### src/rtl/cldt_defines.svh
// Purpose: Shared constants for the cascaded long delay timers
// Assumes: One clock, synchronous active-high reset
// Notes: Clock select codes are common to both counters
`ifndef CLDT_DEFINES_SVH
`define CLDT_DEFINES_SVH

// Clock select codes
`define CLDT_CS_STOP 3'h0
`define CLDT_CS_CK 3'h1
`define CLDT_CS_DIV8 3'h2
`define CLDT_CS_DIV64 3'h3
`define CLDT_CS_DIV256 3'h4
`define CLDT_CS_DIV1024 3'h5
`define CLDT_CS_EXT_RISE 3'h6
`define CLDT_CS_EXT_FALL 3'h7

// Prescaler width, reset and tap masks
`define CLDT_PRE_RST 10'h000
`define CLDT_TAP8_MASK 10'h007
`define CLDT_TAP64_MASK 10'h03f
`define CLDT_TAP256_MASK 10'h0ff
`define CLDT_TAP1024_MASK 10'h3ff

// Counter reset values and limits
`define CLDT_CNT8_RST 8'h00
`define CLDT_CNT8_MAX 8'hff
`define CLDT_CNT16_RST 16'h0000
`define CLDT_CNT16_MAX 16'hffff
`define CLDT_FLAGS_RST 5'h00

`endif

### src/rtl/cldt_pkg.sv
// Purpose: Types and shared helpers for the cascaded long delay timers
// Assumes: cldt_defines.svh supplies the codes
// Notes: sel_tick is used by both counters; pin_next only by the compare pins
package cldt_pkg;
`include "cldt_defines.svh"

    // Compare pin action on a match
    typedef enum logic [1:0] {ACT_NONE, ACT_TOGGLE, ACT_CLEAR, ACT_SET} cldt_action_e;

    // Interrupt flags and masks share this layout
    typedef struct packed {
        logic capture;
        logic compare_b;
        logic compare_a;
        logic ovf16;
        logic ovf8;
    } cldt_flags_s;

    // First control of the 16-bit counter: pin actions
    typedef struct packed {
        cldt_action_e act_a;
        cldt_action_e act_b;
    } cldt_ctrl_a_s;

    // Second control of the 16-bit counter
    typedef struct packed {
        logic capture_rising;
        logic clear_on_match;
        logic [2:0] clk_sel;
    } cldt_ctrl_b_s;

    // Prescaler tap pulses
    typedef struct packed {
        logic d1024;
        logic d256;
        logic d64;
        logic d8;
    } cldt_taps_s;

    // Count enable chosen by a clock select code
    function automatic logic sel_tick(input logic [2:0] sel, input cldt_taps_s taps,
                                      input logic rise, input logic fall);
        logic t;
        t = 1'b0;
        case (sel)
            `CLDT_CS_STOP: t = 1'b0;
            `CLDT_CS_CK: t = 1'b1;
            `CLDT_CS_DIV8: t = taps.d8;
            `CLDT_CS_DIV64: t = taps.d64;
            `CLDT_CS_DIV256: t = taps.d256;
            `CLDT_CS_DIV1024: t = taps.d1024;
            `CLDT_CS_EXT_RISE: t = rise;
            `CLDT_CS_EXT_FALL: t = fall;
            default: t = 1'b0;
        endcase
        return t;
    endfunction

    // Next compare pin level
    function automatic logic pin_next(input cldt_action_e act, input logic match,
                                      input logic cur);
        logic p;
        p = cur;
        if (match) begin
            case (act)
                ACT_TOGGLE: p = ~cur;
                ACT_CLEAR: p = 1'b0;
                ACT_SET: p = 1'b1;
                default: p = cur;
            endcase
        end
        return p;
    endfunction
endpackage

### src/rtl/cldt_top.sv
// Purpose: Cascaded 8-bit event counter and 16-bit compare timer
// Assumes: Control bits are plain ports; pins are asynchronous and pass through two-stage synchronisers
// Notes: Board links compare A pin to the 8-bit external input
`timescale 1ns/1ps
module cldt_top
    import cldt_pkg::*;
(
    input wire logic ref_clk_i,
    input wire logic rst_i,
    input wire logic [2:0] counter8_control_i,
    input wire cldt_ctrl_a_s counter16_control_a_i,
    input wire cldt_ctrl_b_s counter16_control_b_i,
    input wire logic [15:0] compare_a_value_i,
    input wire logic [15:0] compare_b_value_i,
    input wire logic counter8_wr_i,
    input wire logic [7:0] counter8_wdata_i,
    input wire logic counter16_wr_i,
    input wire logic [15:0] counter16_wdata_i,
    input wire cldt_flags_s timer_irq_mask_register_i,
    input wire cldt_flags_s flag_clear_i,
    input wire logic counter8_ext_input_i,
    input wire logic counter16_ext_input_i,
    input wire logic capture_input_i,
    output logic [7:0] counter8_value_o,
    output logic [15:0] counter16_value_o,
    output logic [15:0] capture_value_o,
    output cldt_flags_s timer_flag_register_o,
    output logic timer_irq_o,
    output logic compare_a_output_pin_o,
    output logic compare_a_output_oe_o,
    output logic compare_b_output_pin_o,
    output logic compare_b_output_oe_o
);
    // Prescaler taps shared by both counters
    cldt_taps_s taps;

    // Synchronised edges of the three input pins
    logic ext8_rise;
    logic ext8_fall;
    logic ext16_rise;
    logic ext16_fall;
    logic cap_rise;
    logic cap_fall;

    // Registered state
    logic [7:0] cnt8_ff; // 8-bit count
    logic [15:0] cnt16_ff; // 16-bit count
    logic [15:0] cap_ff; // Captured count
    cldt_flags_s flags_ff; // Sticky event flags
    logic irq_ff; // Masked interrupt
    logic oca_ff; // Compare A pin level
    logic ocb_ff; // Compare B pin level
    logic oea_ff; // Compare A pin enable
    logic oeb_ff; // Compare B pin enable

    // Next values
    logic [7:0] nxt_cnt8;
    logic [15:0] nxt_cnt16;
    logic [15:0] nxt_cap;
    cldt_flags_s nxt_flags;
    logic nxt_irq;
    logic nxt_oca;
    logic nxt_ocb;

    // Decoded events
    logic tick8; // 8-bit count enable
    logic tick16; // 16-bit count enable
    logic [7:0] inc8; // 8-bit count plus one
    logic [15:0] inc16; // 16-bit count plus one
    logic ovf8_evt; // 8-bit wraps
    logic ovf16_evt; // 16-bit wraps
    logic match_a; // Channel A match
    logic match_b; // Channel B match
    logic clear16; // Clear on channel A match
    logic cap_evt; // Selected capture edge
    cldt_flags_s set_flags; // Events this cycle

    // One shared divider
    cldt_prescaler u_prescaler (
        .ref_clk_i(ref_clk_i),
        .rst_i(rst_i),
        .taps_o(taps)
    );

    // Counter 8 external input
    cldt_edge_sync u_sync_ext8 (
        .ref_clk_i(ref_clk_i),
        .rst_i(rst_i),
        .pin_i(counter8_ext_input_i),
        .rise_o(ext8_rise),
        .fall_o(ext8_fall)
    );

    // Counter 16 external input
    cldt_edge_sync u_sync_ext16 (
        .ref_clk_i(ref_clk_i),
        .rst_i(rst_i),
        .pin_i(counter16_ext_input_i),
        .rise_o(ext16_rise),
        .fall_o(ext16_fall)
    );

    // Capture input
    cldt_edge_sync u_sync_cap (
        .ref_clk_i(ref_clk_i),
        .rst_i(rst_i),
        .pin_i(capture_input_i),
        .rise_o(cap_rise),
        .fall_o(cap_fall)
    );

    // Each counter picks its own source
    assign tick8 = sel_tick(counter8_control_i, taps, ext8_rise, ext8_fall);
    assign tick16 = sel_tick(counter16_control_b_i.clk_sel, taps, ext16_rise,
                             ext16_fall);

    // Increments
    assign inc8 = cnt8_ff + 8'h01;
    assign inc16 = cnt16_ff + 16'h0001;

    // Overflow when a tick meets the top value; a write cancels the tick
    assign ovf8_evt = tick8 && (cnt8_ff == `CLDT_CNT8_MAX) && !counter8_wr_i;
    assign ovf16_evt = tick16 && (cnt16_ff == `CLDT_CNT16_MAX) && !counter16_wr_i;

    // Match when the count steps onto the compare value
    assign match_a = tick16 && (inc16 == compare_a_value_i) && !counter16_wr_i;
    assign match_b = tick16 && (inc16 == compare_b_value_i) && !counter16_wr_i;
    // Clearing on that step gives a period of exactly the compare value
    assign clear16 = match_a && counter16_control_b_i.clear_on_match;

    // Capture edge polarity
    assign cap_evt = counter16_control_b_i.capture_rising ? cap_rise : cap_fall;

    // Event set vector
    assign set_flags.ovf8 = ovf8_evt;
    assign set_flags.ovf16 = ovf16_evt;
    assign set_flags.compare_a = match_a;
    assign set_flags.compare_b = match_b;
    assign set_flags.capture = cap_evt;

    // Next 8-bit count: write, then tick, else hold
    assign nxt_cnt8 = counter8_wr_i ? counter8_wdata_i :
                      (tick8 ? inc8 : cnt8_ff);

    // Next 16-bit count: write, then clear, then tick, else hold
    assign nxt_cnt16 = counter16_wr_i ? counter16_wdata_i :
                       (clear16 ? `CLDT_CNT16_RST :
                       (tick16 ? inc16 : cnt16_ff));

    // Capture latches the current count
    assign nxt_cap = cap_evt ? cnt16_ff : cap_ff;

    // Set wins over a clear in the same cycle
    assign nxt_flags = (flags_ff & ~flag_clear_i) | set_flags;

    // Interrupt follows the masked flags
    assign nxt_irq = |(nxt_flags & timer_irq_mask_register_i);

    // Pin actions on each match
    assign nxt_oca = pin_next(counter16_control_a_i.act_a, match_a, oca_ff);
    assign nxt_ocb = pin_next(counter16_control_a_i.act_b, match_b, ocb_ff);

    // Counters
    always_ff @(posedge ref_clk_i) begin
        if (rst_i) begin
            cnt8_ff <= `CLDT_CNT8_RST;
            cnt16_ff <= `CLDT_CNT16_RST;
            cap_ff <= `CLDT_CNT16_RST;
        end else begin
            cnt8_ff <= nxt_cnt8;
            cnt16_ff <= nxt_cnt16;
            cap_ff <= nxt_cap;
        end
    end

    // Flags and interrupt
    always_ff @(posedge ref_clk_i) begin
        if (rst_i) begin
            flags_ff <= `CLDT_FLAGS_RST;
            irq_ff <= 1'b0;
        end else begin
            flags_ff <= nxt_flags;
            irq_ff <= nxt_irq;
        end
    end

    // Compare pins and their enables
    always_ff @(posedge ref_clk_i) begin
        if (rst_i) begin
            oca_ff <= 1'b0;
            ocb_ff <= 1'b0;
            oea_ff <= 1'b0;
            oeb_ff <= 1'b0;
        end else begin
            oca_ff <= nxt_oca;
            ocb_ff <= nxt_ocb;
            oea_ff <= counter16_control_a_i.act_a != ACT_NONE;
            oeb_ff <= counter16_control_a_i.act_b != ACT_NONE;
        end
    end

    // Outputs straight from flops
    assign counter8_value_o = cnt8_ff;
    assign counter16_value_o = cnt16_ff;
    assign capture_value_o = cap_ff;
    assign timer_flag_register_o = flags_ff;
    assign timer_irq_o = irq_ff;
    assign compare_a_output_pin_o = oca_ff;
    assign compare_a_output_oe_o = oea_ff;
    assign compare_b_output_pin_o = ocb_ff;
    assign compare_b_output_oe_o = oeb_ff;

    // Checks

    // Divide-by-8 tap recurs every eight cycles
    tap8_period_a: assert property (@(posedge ref_clk_i) disable iff (rst_i)
        taps.d8 |=> !taps.d8 [*7] ##1 taps.d8)
        else $error("divide by 8 tap period wrong");

    // Stopped counter holds its value
    stop_hold_a: assert property (@(posedge ref_clk_i) disable iff (rst_i)
        (counter8_control_i == `CLDT_CS_STOP && !counter8_wr_i) |=> $stable(cnt8_ff))
        else $error("stopped counter moved");

    // Pin edge reaches the counter two cycles later
    ext_sync_a: assert property (@(posedge ref_clk_i) disable iff (rst_i)
        ($rose(counter8_ext_input_i) && $past(rst_i) == 1'b0) |-> ##2 ext8_rise)
        else $error("external edge not seen after sync");

    // External rising edge adds one
    ext_count_a: assert property (@(posedge ref_clk_i) disable iff (rst_i)
        (counter8_control_i == `CLDT_CS_EXT_RISE && ext8_rise && !counter8_wr_i)
        |=> cnt8_ff == $past(inc8))
        else $error("external edge did not increment");

    // Overflow of the 8-bit counter sets its flag and wraps
    ovf8_flag_a: assert property (@(posedge ref_clk_i) disable iff (rst_i)
        ovf8_evt |=> (flags_ff.ovf8 && cnt8_ff == `CLDT_CNT8_RST))
        else $error("8-bit overflow flag missing");

    // Interrupt only with an enabled flag
    irq_gate_a: assert property (@(posedge ref_clk_i) disable iff (rst_i)
        timer_irq_o |-> |(flags_ff & $past(timer_irq_mask_register_i)))
        else $error("interrupt without enabled flag");

    // Overflow of the 16-bit counter sets its flag
    ovf16_flag_a: assert property (@(posedge ref_clk_i) disable iff (rst_i)
        ovf16_evt |=> flags_ff.ovf16)
        else $error("16-bit overflow flag missing");

    // Channel B match sets its flag
    match_b_a: assert property (@(posedge ref_clk_i) disable iff (rst_i)
        (tick16 && inc16 == compare_b_value_i && !counter16_wr_i) |=> flags_ff.compare_b)
        else $error("channel B match flag missing");

    // Clear on match reloads zero
    clear_zero_a: assert property (@(posedge ref_clk_i) disable iff (rst_i)
        clear16 |=> cnt16_ff == `CLDT_CNT16_RST)
        else $error("counter not cleared on match");

    // Toggle mode inverts the pin on match
    toggle_pin_a: assert property (@(posedge ref_clk_i) disable iff (rst_i)
        (match_a && counter16_control_a_i.act_a == ACT_TOGGLE)
        |=> compare_a_output_pin_o != $past(compare_a_output_pin_o))
        else $error("compare A pin did not toggle");

    // Divided taps nest: the slowest tap implies all faster ones
    tap_nest_a: assert property (@(posedge ref_clk_i) disable iff (rst_i)
        taps.d1024
        |-> (taps.d256 && taps.d64 && taps.d8))
        else $error("prescaler taps out of step");

    // Stopped 16-bit counter holds its value
    stop16_hold_a: assert property (@(posedge ref_clk_i) disable iff (rst_i)
        (counter16_control_b_i.clk_sel == `CLDT_CS_STOP && !counter16_wr_i)
        |=> $stable(cnt16_ff))
        else $error("stopped 16-bit counter moved");

    // A write loads the 8-bit count whatever the source
    write8_load_a: assert property (@(posedge ref_clk_i) disable iff (rst_i)
        counter8_wr_i
        |=> cnt8_ff == $past(counter8_wdata_i))
        else $error("8-bit write lost");

    // A write loads the 16-bit count whatever the source
    write16_load_a: assert property (@(posedge ref_clk_i) disable iff (rst_i)
        counter16_wr_i
        |=> cnt16_ff == $past(counter16_wdata_i))
        else $error("16-bit write lost");

    // Overflow of the 16-bit counter wraps to zero
    wrap16_zero_a: assert property (@(posedge ref_clk_i) disable iff (rst_i)
        ovf16_evt
        |=> cnt16_ff == `CLDT_CNT16_RST)
        else $error("16-bit counter did not wrap");

    // Channel A match sets its flag
    match_a_flag_a: assert property (@(posedge ref_clk_i) disable iff (rst_i)
        match_a
        |=> flags_ff.compare_a)
        else $error("channel A match flag missing");

    // Capture edge latches the count and sets its flag
    capture_latch_a: assert property (@(posedge ref_clk_i) disable iff (rst_i)
        cap_evt
        |=> (capture_value_o == $past(cnt16_ff) && flags_ff.capture))
        else $error("capture not latched");

    // 8-bit overflow flag stays set until cleared
    flag_sticky_a: assert property (@(posedge ref_clk_i) disable iff (rst_i)
        (flags_ff.ovf8 && !flag_clear_i.ovf8)
        |=> flags_ff.ovf8)
        else $error("overflow flag dropped without clear");

    // An enabled flag that is not being cleared raises the interrupt
    irq_raise_a: assert property (@(posedge ref_clk_i) disable iff (rst_i)
        (|(flags_ff & ~flag_clear_i & timer_irq_mask_register_i))
        |=> timer_irq_o)
        else $error("enabled flag raised no interrupt");

    // A counting tick without write or clear steps up by one
    count16_step_a: assert property (@(posedge ref_clk_i) disable iff (rst_i)
        (tick16 && !counter16_wr_i && !clear16)
        |=> cnt16_ff == $past(inc16))
        else $error("16-bit counter did not step");

    // Compare A pin moves only on a channel A match
    pin_a_hold_a: assert property (@(posedge ref_clk_i) disable iff (rst_i)
        !match_a
        |=> $stable(compare_a_output_pin_o))
        else $error("compare A pin moved without match");

    // 16-bit external pin edge is seen two cycles later
    ext16_sync_a: assert property (@(posedge ref_clk_i) disable iff (rst_i)
        ($rose(counter16_ext_input_i) && $past(rst_i) == 1'b0)
        |-> ##2 ext16_rise)
        else $error("16-bit external edge not seen after sync");

    // Main scenarios
    ovf8_seen_c: cover property (@(posedge ref_clk_i) disable iff (rst_i)
        ovf8_evt && counter8_control_i == `CLDT_CS_EXT_RISE);
    clear_seen_c: cover property (@(posedge ref_clk_i) disable iff (rst_i)
        clear16 && counter16_control_a_i.act_a == ACT_TOGGLE);
    capture_seen_c: cover property (@(posedge ref_clk_i) disable iff (rst_i) cap_evt);
    irq_seen_c: cover property (@(posedge ref_clk_i) disable iff (rst_i) $rose(timer_irq_o));
    ovf16_seen_c: cover property (@(posedge ref_clk_i) disable iff (rst_i) ovf16_evt);
endmodule // cldt_top

### src/rtl/cldt_prescaler.sv
// Purpose: Free running 10-bit prescaler with four divided taps
// Assumes: Runs on every rising clock edge
// Notes: Taps are one-cycle pulses
`timescale 1ns/1ps
module cldt_prescaler
    import cldt_pkg::*;
(
    input wire logic ref_clk_i,
    input wire logic rst_i,
    output cldt_taps_s taps_o
);
    logic [9:0] pre_ff; // Shared divider count
    logic [9:0] nxt_pre;

    assign nxt_pre = pre_ff + 10'h001;
    // Each tap fires when its low bits are all ones
    assign taps_o.d8 = (pre_ff & `CLDT_TAP8_MASK) == `CLDT_TAP8_MASK;
    assign taps_o.d64 = (pre_ff & `CLDT_TAP64_MASK) == `CLDT_TAP64_MASK;
    assign taps_o.d256 = (pre_ff & `CLDT_TAP256_MASK) == `CLDT_TAP256_MASK;
    assign taps_o.d1024 = (pre_ff & `CLDT_TAP1024_MASK) == `CLDT_TAP1024_MASK;

    // Divider advances every cycle
    always_ff @(posedge ref_clk_i) begin
        if (rst_i) begin
            pre_ff <= `CLDT_PRE_RST;
        end else begin
            pre_ff <= nxt_pre;
        end
    end
endmodule // cldt_prescaler

### src/rtl/cldt_edge_sync.sv
// Purpose: Two-stage synchroniser with edge pulses
// Assumes: Pin changes no faster than one clock period
// Notes: First stage feeds only the second stage
`timescale 1ns/1ps
module cldt_edge_sync (
    input wire logic ref_clk_i,
    input wire logic rst_i,
    input wire logic pin_i,
    output logic rise_o,
    output logic fall_o
);
    logic meta_ff; // First stage
    logic sync_ff; // Second stage
    logic last_ff; // Previous synchronised level

    // Edges seen after synchronisation
    assign rise_o = sync_ff & ~last_ff;
    assign fall_o = ~sync_ff & last_ff;

    // Sample on each rising clock edge
    always_ff @(posedge ref_clk_i) begin
        if (rst_i) begin
            meta_ff <= 1'b0;
            sync_ff <= 1'b0;
            last_ff <= 1'b0;
        end else begin
            meta_ff <= pin_i;
            sync_ff <= meta_ff;
            last_ff <= sync_ff;
        end
    end
endmodule // cldt_edge_sync

### config.mk
export PLATFORM = sky130hd
export DESIGN_NAME = cldt_top
export DESIGN_NICKNAME = d
export VERILOG_FILES = /design/src/rtl/cldt_pkg.sv /design/src/rtl/cldt_top.sv /design/src/rtl/cldt_prescaler.sv /design/src/rtl/cldt_edge_sync.sv
export VERILOG_INCLUDE_DIRS = /design/src /design/src/rtl
export SDC_FILE = /design/constraint.sdc
export NUM_CORES = 1
export LEC_CHECK = 0
export BUFFER_PORTS_ARGS = -buffer_cell sky130_fd_sc_hd__buf_4
export CAP_MARGIN = 25
export CORE_MARGIN = 2
export CORE_UTILIZATION = 50
export DETAILED_ROUTE_END_ITERATION = 10
export PLACE_DENSITY = 0.79
export SETUP_SLACK_MARGIN = 0.2
export SKIP_CTS_REPAIR_TIMING = 1
export SYNTH_ARGS = -nofsm -noshare
export SYNTH_HDL_FRONTEND = slang
export SYNTH_HIERARCHICAL = 1
export SYNTH_SLANG_ARGS = --single-unit
### constraint.sdc
create_clock -name ref_clk_i -period 7.9 [get_ports ref_clk_i]
set_clock_uncertainty 0.2 [all_clocks]
set_input_delay 1.58 -clock ref_clk_i [delete_from_list [all_inputs] [get_ports ref_clk_i]]
set_output_delay 1.58 -clock ref_clk_i [all_outputs]
set_load 0.01 [all_outputs]
After elaboration in Yosys (flattened, before gate mapping) --
Index checks and enable logic that the tools add are counted.
Word-level totals: input bits 85, logic and storage cells 104, ROM bits 0, latch bits 0, output and inout bits 50, memories kept 0, register bits after elaboration 69, memory bits (writable) 0
Cells by class: add/subtract/negate cells 3, bitwise logic cells 18, multiply operators 0, mux-type cells 10, shift operators 0, equal/unequal tests 28, reduce and logical (&&, ||, !) cells 22, order comparisons 0, divide/modulo/power cells 0
Operators with widths (count):
- 2-to-1 mux 16 bit | 3
- equality test 16 bit | 2
- equality test 3 bit (second input constant) | 9
- adder 16 x 1 -> 16 bit (second input constant) | 1
- equality test 16 bit (second input constant) | 1
- equality test 8 bit (second input constant) | 2
- 2-to-1 mux 8 bit | 2
- one-hot mux 1 bit (8 select lines) | 2
- equality test 3 x 2 -> 1 bit (second input constant) | 4
- adder 10 x 1 -> 10 bit (second input constant) | 1
- bitwise AND 5 bit | 2
- equality test 10 bit (second input constant) | 1
- logical AND 1 bit | 9
- nonzero test 3 bit | 3
- adder 8 x 1 -> 8 bit (second input constant) | 1
- equality test 2 bit (second input constant) | 4
- NOT 1 bit | 8
- bitwise AND 1 bit | 6
- equality test 3 x 1 -> 1 bit (second input constant) | 2
- equality test 6 bit (second input constant) | 1
- logical NOT 3 bit | 2
- one-hot mux 1 bit (3 select lines) | 2
- nonzero test 2 bit | 3
- NOT 5 bit | 1
- 6 further kinds | 9

Longest topological paths before layout --
word-level depth 8, gate-level depth with buffers 11, depth with buffers taken out 10

Modules after synthesis --
Netlist, hierarchy kept.
Modules (own cells, without submodules):
- cldt_top | area each 3418.3 um^2, instances 1, cells an instance 428, sequential area each 1001.0 um^2
- cldt_prescaler | area each 431.7 um^2, instances 1, cells an instance 47, sequential area each 200.2 um^2
- cldt_edge_sync | area each 91.3 um^2, instances 3, cells an instance 8, sequential area each 60.1 um^2

Worst setup path after synthesis --
OpenSTA, ideal clock, no wires.
path kind input to register, start input counter16_control_b_i[2] (netlist bit), end register cnt16_ff[10] (netlist: counter16_value_o[10]), buffers on the path 1, arrival 3.325 ns, setup time 0.116 ns, path slack 4.259 ns, required time 7.584 ns, stages on the path 8, cell sequence nor2b_1 > mux4_2 > nor2_1 > o21ai_1 > nor4b_2 > a41o_1 > buf_6 > o21ai_1
Between the ends: cells in the longest elaborated chain, start to end 7, elaborated cells between the ends (all ways) 15, those cells by class eq/ne: 7; mux: 3; reduce/logical: 5
Ends and longest elaborated chain:
- start, declared | line cldt_top.sv:12 | input wire cldt_ctrl_b_s counter16_control_b_i,
- equality test 3 bit, or another cell as far along | line cldt_pkg.sv:45 | case (sel)
- one-hot mux 1 bit (8 select lines) (*) | line cldt_pkg.sv:45
- logical AND 1 bit (2 in series) | line cldt_top.sv:126 | assign match_a = tick16 && (inc16 == compare_a_value_i) && !counter16_wr_i;
- logical AND 1 bit | line cldt_top.sv:129 | assign clear16 = match_a && counter16_control_b_i.clear_on_match;
- 2-to-1 mux 16 bit | line cldt_top.sv:147 | (clear16 ? `CLDT_CNT16_RST :
- 2-to-1 mux 16 bit | line cldt_top.sv:146 | assign nxt_cnt16 = counter16_wr_i ? counter16_wdata_i :
- end signal, assigned | line cldt_top.sv:167 | cnt16_ff <= `CLDT_CNT16_RST;
- end signal, assigned | line cldt_top.sv:171 | cnt16_ff <= nxt_cnt16;
- end, declared | line cldt_top.sv:47 | logic [15:0] cnt16_ff;
Mark *: on every way between the ends. The rest lies on a longest branch, timed or not. A chain may end at the register's enable or synchronous reset.

Final worst setup path --
start input counter16_control_b_i[2] (netlist bit), end register cnt16_ff[2] (netlist: counter16_value_o[2])
Same word-level chain as after synthesis.

==> results.ini <==
[run_status]
outcome=finished clean

[floorplanning]
die_h_um=94.8
coreArea_um2=8090
placementRows=33
die_x_um=94.8
die-area_um2=8990
ios=135
start_util=0.510

[clock_tree]
clkSlewWorstSetupHoldPaths_ns=0.08
cts.sinks=69
clkLatencyLatePin_ns=0.35
h-tree-depth=3
cts_root_buf=clkbuf_8
cts_tree=done
cts_buffers=9
cts_max_path_buffers=2

[synthesis]
synthMuxAreaShare=0.0407
async_flop_share=0
synth_seq_cells=69
synth_area_leaders=dfxtp_1, xnor2_1, nand2_1
synthesis.area_um2=4120
yosysMostFrequentCell=nand2_1
synthAdderAreaFrac=0.0121
synth.top_cell.area_share=0.335
synthCells=499
yosysWarnings=6
yosys-top-cells-count=nand2_1, dfxtp_1, xnor2_1, a21oi_1, nor2_1
synthXorXnorAreaFrac=0.134
synth_compound_area_frac=0.145
synth.distinct_cells=69
synth-seq-area-share=0.335
avgSynthCellArea_um2=8.26
synth_top_family_by_area=simple AND/OR/NAND/NOR gates
syn_nets=588
synth_edf_count=0
synthFlopType=dfxtp_1
yosysTopAreaCell=dfxtp_1
synthSimpleGateAreaFrac=0.277

[pwr]
power_leakage_nw=2.14
p_per_area_nw_per_um2=158
vdd_ir_drop_max_uv=121
design_power_total_mw=0.841

[finish]
num_antenna_cells=0
nets=705
instances_no_fill=725
multiInputGateArea_um2=2510
num-fill-cells=714
syn_to_final_growth_pct=29.1
register_area_um2=1380
drive_gt1_frac=0.279

[worst_setup_path]
cp-start-kind=input pin
critPathKind=input pin to register
reg2reg_setup_slack_ns=4.02
arrival_ns=4.18
end_kind=register
cp_data_required_time_ns=7.90
critPathMaxFanout=16

[timing]
fin_ws_ns=3.72
drv_slew=0
max_freq_mhz=239
fin_setup_tns_ns=0
fin_crit_sh=0.529
finalHoldViolCount=0
tightest_slew_ns=0.680
max-slew-margin-rel=0.546
setup_viol=0
min_period_ns=4.18
hold_slack_ns=0.237
rsz0062_at_grt=false

[worst_hold_path]
hold_class=register to register

[drt]
vias_per_cell=5.49
wl_um=11300
wl_per_cell_um=15.6
dr.pass1.iters=5
vias=3979
dr.first_iter.drc_count=203
post-route-drc-count=0
ant_nets=0

[placed_design]
place_ws_ns=3.41
dpl.hpwl_um=8330
place_inst=709
portBuffers=134
gp_congestion=0.901

[global_routing]
antenna_found_initial=0
grt_pass1_vias=3694
grt_pass1_wl_um=17600
track_usage=0.250
grt_max_degree=57
overflow=0

[job]
max-cap-violations=0

[state kept, by name, indices dropped and copies added (netlist names), 5 cells and up]
name,cells
capture_value_o,16
counter16_value_o,16
u_prescaler/pre_ff,10
counter8_value_o,8
timer_flag_register_o,5
[worst max-delay path, stage by stage]
cell     delay [ns]
buf_4          0.13
mux2i_1        0.11
mux4_2         0.69
nor2_1         0.27
o21ai_1        0.12
nor4b_2        0.43
a41o_1         0.62
o21ai_0        0.22
[routing by layer]
metal  part of all wire  global-route usage  up-vias
met5                  0                   0        -
met4              0.015              0.0676        0
met3               0.10              0.0806       16
met2               0.49               0.428      183
met1               0.40               0.300     1822
li1                   -                   -     1958
[area by class of cell]
type                            count  area share
Clock buffer                       11      0.0266
Clock inverter                      4      0.0136
Inverter                           15      0.0106
Multi-Input combinational cell    384       0.472
Sequential cell                    69       0.259
Tap cell                          105      0.0247
Timing Repair Buffer              137       0.193
[through the flow]
step	utilization	area (um^2)
floorplan	-	4120
global placement	0.629	5090
detailed placement	0.631	5100
CTS	0.657	5320
global route	0.658	5320
finish	0.658	5320
[logic make-up after synthesis]
kind of cell             Yosys count
AND/OR/NAND/NOR                  206
AO/OA/AOI/OAI                     96
flip-flops                        69
XOR/XNOR                          63
buffers and inverters             46
multiplexers                      15
adder cells (fa/ha/maj)            4
[worst paths after layout]
kind,start,endpoint,depth (start not counted)
min reg2reg,u_sync_cap/meta_ff,u_sync_cap/sync_ff,1
max reg2reg,u_prescaler/pre_ff[0],counter16_value_o[2],10
max,counter16_control_b_i[2],counter16_value_o[2],8
min,u_sync_cap/meta_ff,u_sync_cap/sync_ff,1
[report_power, final]
part | leakage [nW] | switching [mW] | internal [mW]
Sequential | 0.564 | 0.0239 | 0.361
Clock | 0.105 | 0.136 | 0.184
Combinational | 1.47 | 0.0618 | 0.0743
Total | 2.14 | 0.222 | 0.619
[cell usage in the layout (no fill, tap or decap), types with 10 or more instances in the layout]
| cell | instances |
|---|---|
| nor2_1 | 30 |
| dfxtp_1 | 69 |
| buf_4 | 135 |
| mux2i_1 | 10 |
| nand3_1 | 14 |
| xor2_1 | 20 |
| clkbuf_8 | 10 |
| o21ai_1 | 11 |
| o21ai_0 | 17 |
| xnor2_1 | 43 |
| nor2b_1 | 28 |
| nand2_1 | 71 |
| inv_1 | 14 |
| nor3_1 | 16 |
| a21oi_1 | 37 |
(Power assumes the default switching activity.)
